**src/design/lbus_regs.svh**
```systemverilog
`ifndef LBUS_REGS_SVH
`define LBUS_REGS_SVH

// Register byte offsets on the Wishbone bus.
`define OFF_CTRL 8'h00
`define OFF_STATUS 8'h04
`define OFF_XADDR 8'h08
`define OFF_XDATA 8'h0c
`define OFF_XCMD 8'h10
// Address bit that selects the shared word window.
`define MEM_WIN_BIT 6
// Reset values.
`define CTRL_RESET 11'h301
`define XCMD_RESET 4'h0
// Field positions.
`define STATUS_DONE_BIT 3
`define XCMD_WRITE_BIT 0
`define XCMD_BE_LSB 4
`define XCMD_BE_MSB 7
// Arbitration hold is 32 << timer bridge clocks.
`define ARB_BASE_LOG2 5'h05
`define ARB_HOLD_MIN 6'h20
// Address lines decoded in configuration mode.
`define CFG_DECODE_W 16

`endif

```
**src/design/lbus_pkg.sv**
```systemverilog
package lbus_pkg;

    typedef enum logic [3:0] {
        ST_IDLE = 4'b0001,
        ST_REQ = 4'b0010,
        ST_XFER = 4'b0100,
        ST_HOLD = 4'b1000
    } bridge_state_t;

    typedef struct packed {
        logic role;
        logic conv;
        logic cs_n;
        logic rd_n;
        logic wr;
        logic rdy_n;
        logic grant;
        logic int_n;
        logic [19:0] addr;
        logic [15:0] data;
    } pin_in_t;

    typedef struct packed {
        logic cfg_src;
        logic cfg_mask;
        logic bus_interrupt_mask;
        logic [3:0] arb_timer;
        logic spare;
        logic clk_dis;
        logic arb_en;
        logic width16;
    } ctrl_t;

    typedef struct packed {
        logic [25:0] pad;
        logic grant_ack;
        logic bus_interrupt;
        logic done;
        logic busy;
        logic conv;
        logic role;
    } status_t;

endpackage

```
**src/design/local_bus_bridge_config_port.sv**
```systemverilog
// What this block does
// - Strap low makes the port a bridging master; high makes it a slave.
// - Strap low gives separate strobes; high gives read/write select and strobe.
// - Bridge writes drive data, reads sample data, on bridge clock rises.
// - Lanes follow byte enables and width bit; high enable marks upper lanes.
// - Configuring host uses only 16-bit words; no byte addressing.
// - Bridge drives address during a transfer and floats it otherwise.
// - Configuration mode decodes only the low sixteen address lines.
// - Write pin marks writes, or selects direction in the other style.
// - Read pin marks reads, or is the data strobe in the other style.
// - With arbitration on, strobes float outside transfers; else always driven in bridge mode, floating in configuration mode.
// - Unmasked low local interrupt sampled on bridge clock raises host interrupt.
// - Configuration mode pulls interrupt low while unmasked source is active.
// - Ready sampled on bridge clock only during transfers; ignored otherwise.
// - Grant sampled on bridge clock; polarity follows the strobe style.
// - Request asserted while seeking the bus, released with grant acknowledge.
// - Grant acknowledge held 32 shl timer bridge clocks after grant.
// - Bridge clock toggles on each enabled system clock, so half its rate; floats or can be disabled.
// - Configuration access accepted only with chip select low.
`timescale 1ns/1ps
`default_nettype none
`include "lbus_regs.svh"

module local_bus_bridge_config_port
    import lbus_pkg::*;
#(
    parameter int MEM_WORDS = 16
) (
    // System.
    input wire logic clk,
    input wire logic rst,
    input wire logic ce,
    // Wishbone slave.
    input wire logic wb_cyc_i,
    input wire logic wb_stb_i,
    input wire logic wb_we_i,
    input wire logic [7:0] wb_adr_i,
    input wire logic [3:0] wb_sel_i,
    input wire logic [31:0] wb_dat_i,
    output logic [31:0] wb_dat_o,
    output logic wb_ack_o,
    // Straps.
    input wire logic bus_role_select,
    input wire logic strobe_convention_select,
    // Local data and address.
    input wire logic [15:0] local_data_bus_i,
    output logic [15:0] local_data_bus_o,
    output logic local_data_bus_oe_n,
    input wire logic [19:0] local_address_bus_i,
    output logic [19:0] local_address_bus_o,
    output logic local_address_bus_oe_n,
    // Strobes.
    input wire logic write_strobe_i,
    output logic write_strobe_o,
    output logic write_strobe_oe_n,
    input wire logic read_strobe_n_i,
    output logic read_strobe_n_o,
    output logic read_strobe_oe_n,
    output logic high_byte_enable_n,
    output logic high_byte_enable_oe_n,
    // Interrupt, ready and arbitration.
    input wire logic bus_interrupt_n_i,
    output logic bus_interrupt_n_o,
    output logic bus_interrupt_oe_n,
    input wire logic bridge_ready_in_n,
    input wire logic bus_grant_in,
    output logic bus_request_out,
    output logic bus_request_oe_n,
    output logic grant_acknowledge_out_n,
    output logic grant_acknowledge_oe_n,
    // Bridge clock and chip select.
    output logic bridge_clock_out,
    output logic bridge_clock_oe_n,
    input wire logic host_chip_select_n,
    // Host side.
    output logic host_interrupt_a_n
);

    localparam int AW = $clog2(MEM_WORDS);

    ////////////////////////////////////////////////////////////////////////
    // Pin synchronisers.

    pin_in_t pin_raw;
    pin_in_t pin_s1_q;
    pin_in_t pin_s2_q;

    assign pin_raw = {bus_role_select, strobe_convention_select,
                      host_chip_select_n, read_strobe_n_i, write_strobe_i,
                      bridge_ready_in_n, bus_grant_in, bus_interrupt_n_i,
                      local_address_bus_i, local_data_bus_i};

    always_ff @(posedge clk) begin
        if (ce) begin
            pin_s1_q <= pin_raw;
            pin_s2_q <= pin_s1_q;
        end
    end

    ////////////////////////////////////////////////////////////////////////
    // Mode decode and bridge clock phase.

    ctrl_t ctrl_q;
    logic ph_q;
    wire logic role = pin_s2_q.role;
    wire logic conv = pin_s2_q.conv;
    wire logic bridge = !role;
    wire logic bridge_clock_out_rise = ce && !ph_q;
    wire logic grant_act = conv ? !pin_s2_q.grant : pin_s2_q.grant;

    always_ff @(posedge clk) begin
        if (rst) begin
            ph_q <= 1'b0;
        end else if (ce) begin
            ph_q <= !ph_q;
        end
    end

    ////////////////////////////////////////////////////////////////////////
    // Wishbone register access.

    logic ack_q;
    logic go_q;
    logic done_q;
    logic [19:0] xaddr_q;
    logic [15:0] xwdata_q;
    logic [15:0] xrdata_q;
    logic [3:0] be_n_q;
    logic dir_wr_q;
    logic bus_interrupt_q;
    logic gack_q;
    logic req_q;
    logic [15:0] mem_q [MEM_WORDS];
    bridge_state_t state_q;
    bridge_state_t state_d;

    wire logic wb_req = ce && wb_cyc_i && wb_stb_i && !ack_q;
    wire logic wb_wr = wb_req && wb_we_i;
    wire logic win_sel = wb_adr_i[`MEM_WIN_BIT];
    wire logic [7:0] reg_adr = {wb_adr_i[7:2], 2'b00};
    wire logic wr_ctrl = wb_wr && !win_sel && reg_adr == `OFF_CTRL;
    wire logic wr_stat = wb_wr && !win_sel && reg_adr == `OFF_STATUS;
    wire logic wr_xaddr = wb_wr && !win_sel && reg_adr == `OFF_XADDR;
    wire logic wr_xdata = wb_wr && !win_sel && reg_adr == `OFF_XDATA;
    wire logic wr_xcmd = wb_wr && !win_sel && reg_adr == `OFF_XCMD;
    wire logic [31:0] wmask = {{8{wb_sel_i[3]}}, {8{wb_sel_i[2]}},
                               {8{wb_sel_i[1]}}, {8{wb_sel_i[0]}}};
    wire logic [31:0] wmerge_ctrl = (32'(ctrl_q) & ~wmask)
                                  | (wb_dat_i & wmask);
    wire logic start = wr_xcmd && bridge && state_q == ST_IDLE && !go_q;
    wire logic done_set = bridge_clock_out_rise && state_q == ST_XFER
                       && !pin_s2_q.rdy_n;
    wire logic done_clr = wr_stat && wb_dat_i[`STATUS_DONE_BIT];

    status_t status;
    assign status = '{pad: '0, grant_ack: gack_q, bus_interrupt: bus_interrupt_q,
                      done: done_q, busy: state_q != ST_IDLE || go_q,
                      conv: conv, role: role};

    wire logic [AW-1:0] win_idx = wb_adr_i[AW+1:2];
    wire logic [31:0] rd_word =
        win_sel ? {16'h0, mem_q[win_idx]} :
        reg_adr == `OFF_CTRL ? 32'(ctrl_q) :
        reg_adr == `OFF_STATUS ? 32'(status) :
        reg_adr == `OFF_XADDR ? {12'h0, xaddr_q} :
        reg_adr == `OFF_XDATA ? {16'h0, xrdata_q} :
        reg_adr == `OFF_XCMD ? {24'h0, be_n_q, 3'h0, dir_wr_q} : 32'h0;

    always_ff @(posedge clk) begin
        if (rst) begin
            ack_q <= 1'b0;
            wb_dat_o <= 32'h0;
            ctrl_q <= ctrl_t'(`CTRL_RESET);
            xaddr_q <= 20'h0;
            xwdata_q <= 16'h0;
            be_n_q <= `XCMD_RESET;
            dir_wr_q <= 1'b0;
            go_q <= 1'b0;
            done_q <= 1'b0;
        end else if (ce) begin
            ack_q <= wb_req;
            wb_dat_o <= wb_req ? rd_word : 32'h0;
            if (wr_ctrl) begin
                ctrl_q <= ctrl_t'(wmerge_ctrl[10:0]);
            end
            if (wr_xaddr) begin
                xaddr_q <= wb_dat_i[19:0];
            end
            if (wr_xdata) begin
                xwdata_q <= wb_dat_i[15:0];
            end
            if (start) begin
                dir_wr_q <= wb_dat_i[`XCMD_WRITE_BIT];
                be_n_q <= wb_dat_i[`XCMD_BE_MSB:`XCMD_BE_LSB];
            end
            go_q <= start || (go_q && state_d == ST_IDLE);
            // A completion in the clearing cycle keeps the flag set.
            done_q <= done_set || (done_q && !done_clr);
        end
    end

    assign wb_ack_o = ack_q;

    ////////////////////////////////////////////////////////////////////////
    // Bridge transfer sequencer.

    logic [19:0] arb_cnt_q;
    wire logic [20:0] arb_span = 21'h1 << (`ARB_BASE_LOG2
                                           + {1'b0, ctrl_q.arb_timer});
    wire logic [19:0] arb_load = 20'(arb_span - 21'h1);
    wire logic lo_used_raw = !be_n_q[0] || !be_n_q[2];
    wire logic hi_used = ctrl_q.width16
                      && (!be_n_q[1] || !be_n_q[3]);
    wire logic lo_used = lo_used_raw || !hi_used;
    wire logic [15:0] lane_mask = {{8{hi_used}}, {8{lo_used}}};
    wire logic xfer_d = bridge && state_d == ST_XFER;

    always_comb begin
        state_d = state_q;
        if (bridge_clock_out_rise) begin
            unique case (state_q)
                ST_IDLE: begin
                    if (go_q && bridge) begin
                        state_d = ctrl_q.arb_en ? ST_REQ : ST_XFER;
                    end
                end
                ST_REQ: begin
                    if (grant_act) begin
                        state_d = ST_XFER;
                    end
                end
                ST_XFER: begin
                    if (!pin_s2_q.rdy_n) begin
                        state_d = (gack_q && arb_cnt_q != 20'h0)
                                ? ST_HOLD : ST_IDLE;
                    end
                end
                ST_HOLD: begin
                    if (arb_cnt_q == 20'h0) begin
                        state_d = ST_IDLE;
                    end
                end
            endcase
        end
    end

    always_ff @(posedge clk) begin
        if (rst) begin
            state_q <= ST_IDLE;
            arb_cnt_q <= 20'h0;
            gack_q <= 1'b0;
            req_q <= 1'b0;
            xrdata_q <= 16'h0;
            bus_interrupt_q <= 1'b0;
        end else if (bridge_clock_out_rise) begin
            state_q <= state_d;
            if (state_q == ST_REQ && grant_act) begin
                arb_cnt_q <= arb_load;
            end else if (arb_cnt_q != 20'h0) begin
                arb_cnt_q <= arb_cnt_q - 20'h1;
            end
            gack_q <= (state_q == ST_REQ && grant_act)
                   || (gack_q && state_d != ST_IDLE);
            req_q <= (state_d == ST_REQ)
                  || (req_q && state_d != ST_IDLE);
            if (done_set && !dir_wr_q) begin
                xrdata_q <= pin_s2_q.data & lane_mask;
            end
            bus_interrupt_q <= bridge && !pin_s2_q.int_n;
        end
    end

    ////////////////////////////////////////////////////////////////////////
    // Configuration slave.

    logic cfg_wr_q;
    logic [AW-1:0] cfg_idx_q;
    logic cfg_hit_q;
    logic [15:0] cfg_wdat_q;
    logic [15:0] cfg_rdata_q;
    wire logic cfg_sel = role && !pin_s2_q.cs_n;
    wire logic cfg_rd = cfg_sel && (conv ? !pin_s2_q.rd_n && pin_s2_q.wr
                                         : !pin_s2_q.rd_n);
    wire logic cfg_wr = cfg_sel && (conv ? !pin_s2_q.rd_n && !pin_s2_q.wr
                                         : !pin_s2_q.wr);
    wire logic [15:0] cfg_adr = pin_s2_q.addr[`CFG_DECODE_W-1:0];
    wire logic cfg_hit = cfg_adr[15:AW] == '0;
    wire logic cfg_commit = cfg_wr_q && !cfg_wr;

    always_ff @(posedge clk) begin
        if (rst) begin
            cfg_wr_q <= 1'b0;
            cfg_idx_q <= '0;
            cfg_hit_q <= 1'b0;
            cfg_wdat_q <= 16'h0;
            cfg_rdata_q <= 16'h0;
        end else if (ce) begin
            cfg_wr_q <= cfg_wr;
            if (cfg_wr) begin
                cfg_idx_q <= cfg_adr[AW-1:0];
                cfg_hit_q <= cfg_hit;
                cfg_wdat_q <= pin_s2_q.data;
            end
            cfg_rdata_q <= cfg_hit ? mem_q[cfg_adr[AW-1:0]] : 16'h0;
        end
    end

    // Whole words are stored when the write strobe ends.
    always_ff @(posedge clk) begin
        if (ce && cfg_commit && cfg_hit_q) begin
            mem_q[cfg_idx_q] <= cfg_wdat_q;
        end
    end

    ////////////////////////////////////////////////////////////////////////
    // Pin drivers.

    wire logic strobe_drv = bridge && (!ctrl_q.arb_en || xfer_d);
    wire logic data_drv = bridge ? xfer_d && dir_wr_q : cfg_rd;

    always_ff @(posedge clk) begin
        if (rst) begin
            local_data_bus_o <= 16'h0;
            local_data_bus_oe_n <= 1'b1;
            local_address_bus_o <= 20'h0;
            local_address_bus_oe_n <= 1'b1;
            write_strobe_o <= 1'b1;
            write_strobe_oe_n <= 1'b1;
            read_strobe_n_o <= 1'b1;
            read_strobe_oe_n <= 1'b1;
            high_byte_enable_n <= 1'b1;
            high_byte_enable_oe_n <= 1'b1;
            bus_interrupt_n_o <= 1'b0;
            bus_interrupt_oe_n <= 1'b1;
            bus_request_out <= 1'b0;
            bus_request_oe_n <= 1'b1;
            grant_acknowledge_out_n <= 1'b1;
            grant_acknowledge_oe_n <= 1'b1;
            bridge_clock_out <= 1'b0;
            bridge_clock_oe_n <= 1'b1;
            host_interrupt_a_n <= 1'b1;
        end else if (ce) begin
            local_data_bus_o <= bridge ? xwdata_q : cfg_rdata_q;
            local_data_bus_oe_n <= !data_drv;
            local_address_bus_o <= xaddr_q;
            local_address_bus_oe_n <= !xfer_d;
            write_strobe_o <= conv ? !dir_wr_q
                                   : !(xfer_d && dir_wr_q);
            write_strobe_oe_n <= !strobe_drv;
            read_strobe_n_o <= conv ? !xfer_d
                                    : !(xfer_d && !dir_wr_q);
            read_strobe_oe_n <= !strobe_drv;
            high_byte_enable_n <= !(xfer_d && hi_used);
            high_byte_enable_oe_n <= !strobe_drv;
            bus_interrupt_oe_n <= !(role && ctrl_q.cfg_src
                                    && !ctrl_q.cfg_mask);
            bus_request_out <= conv ? !req_q : req_q;
            bus_request_oe_n <= !(bridge && ctrl_q.arb_en);
            grant_acknowledge_out_n <= !gack_q;
            grant_acknowledge_oe_n <= !bridge;
            bridge_clock_out <= !ph_q && !ctrl_q.clk_dis;
            bridge_clock_oe_n <= !(bridge && !ctrl_q.clk_dis);
            host_interrupt_a_n <= !(bus_interrupt_q && !ctrl_q.bus_interrupt_mask);
        end
    end

    ////////////////////////////////////////////////////////////////////////
    // Checks.

    logic [5:0] hold_rises_q;

    always_ff @(posedge clk) begin
        if (rst || !gack_q) begin
            hold_rises_q <= 6'h0;
        end else if (bridge_clock_out_rise && hold_rises_q != 6'h3f) begin
            hold_rises_q <= hold_rises_q + 6'h1;
        end
    end
endmodule

`default_nettype wire

```
**config.mk**
```make
export PLATFORM = sky130hd
export DESIGN_NAME = local_bus_bridge_config_port
export DESIGN_NICKNAME = d
export VERILOG_FILES = /design/src/design/lbus_pkg.sv /design/src/design/local_bus_bridge_config_port.sv
export VERILOG_INCLUDE_DIRS = /design/src /design/src/design
export SDC_FILE = /design/constraint.sdc
export NUM_CORES = 1
export LEC_CHECK = 0
export BUFFER_PORTS_ARGS = -buffer_cell sky130_fd_sc_hd__buf_2
export CORE_MARGIN = 4
export CORE_UTILIZATION = 60
export DETAILED_ROUTE_END_ITERATION = 7
export PLACE_DENSITY_LB_ADDON = 0.1
export RECOVER_POWER = 25
export SLEW_MARGIN = 20
export SYNTH_ARGS = -nofsm -noshare
export SYNTH_HDL_FRONTEND = slang
export SYNTH_SLANG_ARGS = --single-unit
export TNS_END_PERCENT = 20
```
**constraint.sdc**
```tcl
create_clock -name clk -period 7.3 [get_ports clk]
set_input_delay 0.73 -clock clk [delete_from_list [all_inputs] [get_ports clk]]
set_output_delay 0.73 -clock clk [all_outputs]
set_load 0.01 [all_outputs]
```
==> reports/results.txt, run 1 <==
critical path launch point type = primary input
RSZ-0062 raised after global routing = false
Final min period = 4.08 ns
most common cell in the synthesized netlist = edfxtp_1
clk_lat worst skew = 0.61 ns
post-synth top area share = 42.9%
DP Cell Count = 2,311
# fillers = 2,774
top cells by area, synth = edfxtp_1 43%, dfxtp_1 18%, mux4_2 13%
worst setup margin = 3.22 ns
vias in the first global route = 14,800
CP max FO = 38
Post-CTS Hold Fix Bufs = 0
post-CTS resize count = 0
period utilization = 55.9%
WP data required = 7.78 ns
DRC = 0
Ports = 180
cts bufs inserted = 55
crit path from = ce
biggest area consumer among synthesized cells = edfxtp_1
vias per cell = 6.41
synthesis-to-layout area growth = 12.5%
Synth warnings = 0
Max rail drop VDD = 222 uV
final hold vios = 0
DRT antenna net count = 0
Async S/R FF share, synth = 0%
Vias = 15,500
R2R Path End = arb_cnt_q[12]$_SDFFE_PP0P_
Leakage = 9.63 nW
remaining global-route overflow = 0
initial antenna violation count = 0
Post-synth top cells = 336 x edfxtp_1, 211 x dfxtp_1, 199 x nand2_1, 138 x mux4_2, 133 x a21oi_1
layout cells sized above 1 = 23.7%
I/O Buffers = 146
final clock skew = 0.0336 ns
final setup fails = 0
GRT Overall Usage = 28.6%
EDFF count, synth = 336
R2R setup slack = 4.08 ns
cell count after synthesis = 1,744
Reg2Reg Depth = 10
Placer Congestion = 0.916
Max Slew Vio Count = 39
drt total wl = 61,100 um
clock-pin slew of the registers on the worst-case setup and hold paths = 0.07 ns
non-filler instance count after layout = 2,416
Least-Margin Pin Slew = 2.02 ns
initial core utilization = 60.8%
failing checks = max-capacitance violations, max-slew violations
synthesized area = 0.0235 mm^2
WL per Instance = 25.3 um
Die W = 206 um
CTS max path bufs = 3
CTS sink cnt = 547
Die Height = 206 um
CTS tree = yes
Arrival @ worst endpoint = 4.55 ns
primary flip-flop cell chosen by synthesis mapping = edfxtp_1
post-synthesis sequential area ratio = 60.8%
Crit. End Element = flop
setup_tns = 0 ns
MaxCap Viol Count = 1
Hold WC Path Type = in2reg
status = finished with violations
Post-CTS Setup Bufs = 0
post-DP HPWL = 38,500 um
DP Worst Slack = 3.32 ns
CP Capture Point = be_n_q[2]$_SDFFE_PP0P_
largest net degree at the start of global routing = 116
reg-to-reg startpoint = conv$_DFFE_PP_
first-pass GRT wire length = 91,000 um
First DRT Iteration DRCs = 1,682
relative slew slack = -34.8%
Row Count = 72
core area = 0.0387 mm^2
First-pass DRT Iterations = 6
syn avg cell area = 13.5 um^2
CTS H-tree depth = 2
die area = 0.0425 mm^2
CTS Root Cell = clkbuf_16
Pwr per Cell Area = 273 mW/mm^2
Yosys cell types = 75
synthesis-stage register bit count = 547
fmax = 0.245 GHz
CP Class = in2reg
Nets = 1,945
[stage by stage]
| stage | utilization (%) | instance area [um^2] | power [mW] | hold WS [ns] |
|---|---|---|---|---|
| after floorplan | - | 23600 | 4.10 | 0.400 |
| after global placement | 63.4 | 24600 | 4.30 | 0.401 |
| after detailed placement | 63.4 | 24600 | 4.32 | 0.405 |
| after CTS | 68.3 | 26500 | 7.25 | 0.258 |
| after global routing | 68.3 | 26500 | 7.48 | 0.271 |
| final | 68.3 | 26500 | 7.23 | 0.286 |
[cells by family after synthesis]
logic type	Yosys count	synth area share, %
AND/OR/NAND/NOR	484	9.34
other	1	0.0159
multiplexers	262	18.9
adder cells (fa/ha/maj)	1	0.0532
AO/OA/AOI/OAI	292	7.53
flip-flops	547	60.8
buffers and inverters	151	3.07
XOR/XNOR	6	0.223
[cell type report]
type	instances	area, um^2	area share, %
multi-input combinational	1058	8570	32.4
tap	518	648	2.45
clock buffer	70	1470	5.56
clock inverter	34	432	1.63
sequential	547	14300	54.1
inverter	11	41.3	0.156
antenna	1	2.50	0.00946
timing repair buffer	177	973	3.68
[state kept, by name, summed over array words and instances (netlist names), 4 cells and up, named ones only]
signal	flops
arb_cnt_q	20
cfg_rdata_q	16
cfg_adr	16
be_n_q	4
state_q	4
wb_dat_o	20
local_data_bus_o	16
mem_q	256
local_address_bus_o	20
cfg_wdat_q	16
pin_s2_q	22
xwdata_q	16
xrdata_q	16
xaddr_q	20
cfg_idx_q	4
pin_s1_q	40
[layer usage]
layer  wire length [um]  vias up  GRT usage (%)
met5                  0        -              0
met4               2180        0           10.2
met3               5600      123           4.79
met2              29600      728           45.4
met1              23600     7776           40.7
li1                   -     6867              -
[layout by cell type, fill, tap and decap left out, drive strengths merged, types with 6 or more instances in the layout]
| cell | instances |
|---|---|
| nor2b | 8 |
| o211ai | 26 |
| nor2 | 128 |
| bufinv | 10 |
| inv | 15 |
| o21ai | 47 |
| edfxtp | 336 |
| a22oi | 8 |
| a31oi | 9 |
| nor3 | 28 |
| mux2 | 23 |
| mux2i | 96 |
| conb | 13 |
| nand3 | 53 |
| nand4 | 7 |
| mux4 | 143 |
| dfxtp | 211 |
| a211oi | 25 |
| nor4 | 10 |
| nand2 | 200 |
| a221oi | 6 |
| nand2b | 11 |
| buf | 176 |
| clkinv | 19 |
| clkbuf | 71 |
| a21oi | 135 |
[critical path: stages]
cell and delay (ns):
clkbuf_1 1.42, and4b_1 0.65, nand3_1 0.32, nor4bb_1 0.87, buf_4 0.29, mux2i_1 0.20, nor2_1 0.05
[power by group]
part           leakage [nW]  internal, mW  switching, mW
clock                 0.935          1.78           1.18
combinational          3.35         0.322          0.488
sequential             5.35          3.36         0.0962
[worst min-delay path by stage]
stage,from,endpoint,depth (start not counted)
after floorplan,pin_s1_q[26]$_DFFE_PP_,cfg_adr[10]$_DFFE_PP_,0
after CTS,local_data_bus_i[4],pin_s1_q[4]$_DFFE_PP_,1
after detailed placement,pin_s1_q[2]$_DFFE_PP_,pin_s2_q[2]$_DFFE_PP_,0
final,local_address_bus_i[7],pin_s1_q[23]$_DFFE_PP_,1
after global routing,local_data_bus_i[9],pin_s1_q[9]$_DFFE_PP_,1
after global placement,pin_s1_q[31]$_DFFE_PP_,cfg_adr[15]$_DFFE_PP_,0
No activity file was read; power rests on OpenSTA's default activity.
==> inputs of run 2 (changes only) <==
ABC_AREA = 1   (was not set)
CORE_UTILIZATION = 54   (was 60)
clock period = 3.25 ns   (was 7.3 ns; I/O delays follow)
==> run 2 against run 1 <==
Net effect: the run still ends with max-capacitance violations, max-slew violations left; power increased by 130%; core utilization decreased by 4.3 points; critical path depth increased by 8.
==> reports/results.txt, run 2 <==
top cells by area, synth = edfxtp_1 42%, dfxtp_1 18%, o21ai_0 6.8%
post-DP HPWL = 45,300 um (+18%)
vias per cell = 5.92 (-7.7%)
Hold WC Path Type = in2reg
CTS tree = yes
WP data required = 3.76 ns (-4.02 ns)
DRC = 0 (unchanged)
period utilization = 79.5%
worst path bufs/invs = 2 (unchanged)
Largest Register = mem_q
largest net degree at the start of global routing = 153 (+32%)
synthesis-to-layout area growth = 16.5%
vias in the first global route = 19,000 (+28%)
biggest area consumer among synthesized cells = edfxtp_1
CTS Root Cell = clkbuf_16
synthesized area = 0.0238 mm^2 (+1.0%)
switching pwr = 3.86 mW (+120%)
Crit path largest cell delay = 0.59 ns (-0.83 ns)
DRT antenna net count = 0 (unchanged)
Max rail drop VDD = 502 uV (+130%)
Multi-input gate area = 0.00801 mm^2 (-6.6%)
Vias = 19,600 (+27%)
Least-Margin Pin Slew = 1.79 ns (-0.227 ns)
Placer Congestion = 0.917 (about the same)
EDFF count, synth = 336 (unchanged)
Leakage = 10.5 nW (+9.4%)
most frequent cells in the layout = 363 x nand2_1, 336 x edfxtp_1, 323 x o21ai_0
cell count after synthesis = 2,515 (+44%)
status = finished with violations
Final min period = 2.58 ns
commonest non-fill, non-tap cell in the layout = nand2_1
critical path launch point type = flop
Async S/R FF share, synth = 0% (unchanged)
die area = 0.0474 mm^2 (+12%)
Reg area = 0.0143 mm^2 (about the same)
post-synthesis sequential area ratio = 60.2% (-0.61 points)
Post-synth top cells = 365 x nand2_1, 336 x edfxtp_1, 323 x o21ai_0, 287 x nor2_1, 211 x dfxtp_1
top routing layer in use = met4
core area = 0.0433 mm^2 (+12%)
Die Height = 218 um (+5.7%)
crit-path leading delay family = simple AND/OR/NAND/NOR gates
Comb pwr share = 8.9% (-2.3 points)
syn avg cell area = 9.45 um^2 (-30%)
Yosys cell types = 46 (-39%)
Row Count = 76 (+5.6%)
relative slew slack = -19.7% (+15 points)
CP max FO = 21 (-45%)
# fillers = 3,481 (+25%)
final hold vios = 0 (unchanged)
wl on met1 = 28,400 um (+20%)
CTS H-tree depth = 2 (unchanged)
post-synth top area share = 42.4% (-0.43 points)
First-pass DRT Iterations = 5 (-1)
Crit. End Element = flop
First DRT Iteration DRCs = 2,474 (+47%)
fmax = 0.387 GHz
drt total wl = 70,900 um (+16%)
clock-pin slew of the registers on the worst-case setup and hold paths = 0.06 ns (about the same)
CTS sink cnt = 547 (unchanged)
setup_tns = 0 ns (unchanged)
Arrival @ worst endpoint = 3.10 ns (-1.45 ns)
met2 WL post-DR = 33,100 um (+12%)
post-CTS resize count = 0 (unchanged)
Finished Core Util = 64.0% (-4.3 points)
number of flip-flops in the largest register = 256 (unchanged)
final clock skew = 0.0181 ns (-0.0155 ns)
CP Class = reg2reg
sequential power share = 46.9% (-0.9 points)
Die W = 218 um (+5.7%)
WL per Instance = 21.4 um (-15%)
Ports = 180 (unchanged)
I/O Buffers = 146 (unchanged)
first-pass GRT wire length = 109,000 um (+20%)
biggest regs = mem_q: 256 flops, pin_s1_q: 40 flops, pin_s2_q: 22 flops
remaining global-route overflow = 0 (unchanged)
crit-path most repeated cell = nand2_1
primary flip-flop cell chosen by synthesis mapping = edfxtp_1
most common cell in the synthesized netlist = nand2_1
routed wl met3 = 6710 um (+20%)
initial antenna violation count = 0 (unchanged)
CP max stage cell = edfxtp_1
Nets = 2,779 (+43%)
synthesis-stage register bit count = 547 (unchanged)
RSZ-0062 raised after global routing = false
internal power = 12.4 mW (+130%)
clk_lat worst skew = 0.62 ns (about the same)
Net Sw Frac = 23.7% (-0.77 points)
final setup fails = 0 (unchanged)
GRT Overall Usage = 29.5% (+0.93 points)
Max Slew Vio Count = 153 (+290%)
crit-path cells = inv_2 -> nand2_1 -> nand2_1 -> nand2_2 -> nand2_1 -> ha_1 -> nand2_4 -> nor2_4 -> nand2_2 -> nor2_4 -> nand3_1 -> nand2_1 -> nand3_1 -> nand2_1 -> inv_1
MaxCap Viol Count = 1 (unchanged)
failing checks = max-capacitance violations, max-slew violations
non-filler instance count after layout = 3,319 (+37%)
cts bufs inserted = 57 (+3.6%)
layout cells sized above 1 = 14.6% (-9.1 points)
clock network fraction of design power = 44.2% (+3.2 points)
CTS max path bufs = 3 (unchanged)
Pwr per Cell Area = 589 mW/mm^2 (+120%)
Synth warnings = 0 (unchanged)
DP Cell Count = 3,158 (+37%)
initial core utilization = 54.9% (-5.8 points)
run 2: cell types whose count changed in the layout (fill, tap and decap cells not counted), moves of 23 or more:
cell           delta
o21ai_0         +277
nor2_1          +160
buf_4            +30
dlygate4sd3_1    +52
mux2i_1          -96
mux2_2           -23
o22ai_1         +108
a21oi_1          +59
nand2_1         +164
mux4_2          -138
nand3_1          +52
or2_2            +24
inv_1           +161
run 2: logic make-up (layout without fill, tap and decap cells):
logic type                 Yosys count  after routing  share of synthesized area (%)
DFF                                547            547                           60.2
other                                1             14                         0.0158
and+or+nand+nor                    860            860                           15.6
xor gates and xnor gates             5              5                          0.184
AOI/OAI and AO/OA                  743            743                           17.6
buffers and inverters              358            564                           6.31
adders and majority gates            1              1                         0.0526
run 2: through the flow:
stage | hold slack [ns] | setup slack (ns) | area, um^2 | power, mW
after floorplan | 0.400 | 1.09 | 23800 | 8.66
after global placement | 0.404 | 0.671 | 25100 | 9.14
after detailed placement | 0.405 | 0.615 | 25100 | 9.16
after CTS | 0.00468 | 0.685 | 27700 | 16.3
after global routing | 0.0229 | 0.469 | 27700 | 16.9
final | 0.0348 | 0.665 | 27700 | 16.3
run 2: worst paths after layout:
kind | start | to | slack [ns] | cells after the start
worst max-delay path | conv$_DFFE_PP_ | arb_cnt_q[18]$_SDFFE_PP0P_ | 0.67 | 15
worst min register to register | pin_s1_q[29]$_DFFE_PP_ | cfg_adr[13]$_DFFE_PP_ | 0.42 | 0
worst min-delay path | wb_dat_i[3] | xwdata_q[3]$_SDFFE_PP0P_ | 0.03 | 3
worst max register to register | conv$_DFFE_PP_ | arb_cnt_q[18]$_SDFFE_PP0P_ | 0.67 | 15
run 2: power by group through the flow:
stage,clock network (mW),logic (mW),registers (mW)
3_3_place_gp,0,1.35,7.78
2_1_floorplan,0,0.919,7.74
3_5_place_dp,0,1.37,7.79
4_1_cts,7.26,1.43,7.64
6_report,7.21,1.46,7.64
5_1_grt,7.60,1.60,7.66
run 2: worst register-to-register path: stages (launching register included):
cell and delay [ns]:
edfxtp_1 0.59, inv_2 0.12, nand2_1 0.05, nand2_1 0.09, nand2_2 0.33, nand2_1 0.22, ha_1 0.23, nand2_4 0.08
nor2_4 0.11, nand2_2 0.10, nor2_4 0.20, nand3_1 0.10, nand2_1 0.07, nand3_1 0.06, nand2_1 0.08, inv_1 0.03
run 2: routing by layer:
layer | GRT usage [%] | vias up
met5 | 0 | -
met4 | 10.9 | 0
met3 | 4.83 | 181
met2 | 47.6 | 996
met1 | 40.8 | 9338
li1 | - | 9131
run 2: timing repair:
action / in CTS / in global routing
hold endpoints to repair: 57 / 0
hold buffers: 52 / 0
buffers inserted: 0 / 0
run 2: layout make-up:
type	instances	share of cell area, %
Multi-Input combinational cell	1622	28.9
Sequential cell	547	51.7
Antenna cell	1	0.00903
Inverter	190	2.57
Clock buffer	77	6.12
Tap cell	585	2.64
Clock inverter	31	1.49
Timing Repair Buffer	266	6.57
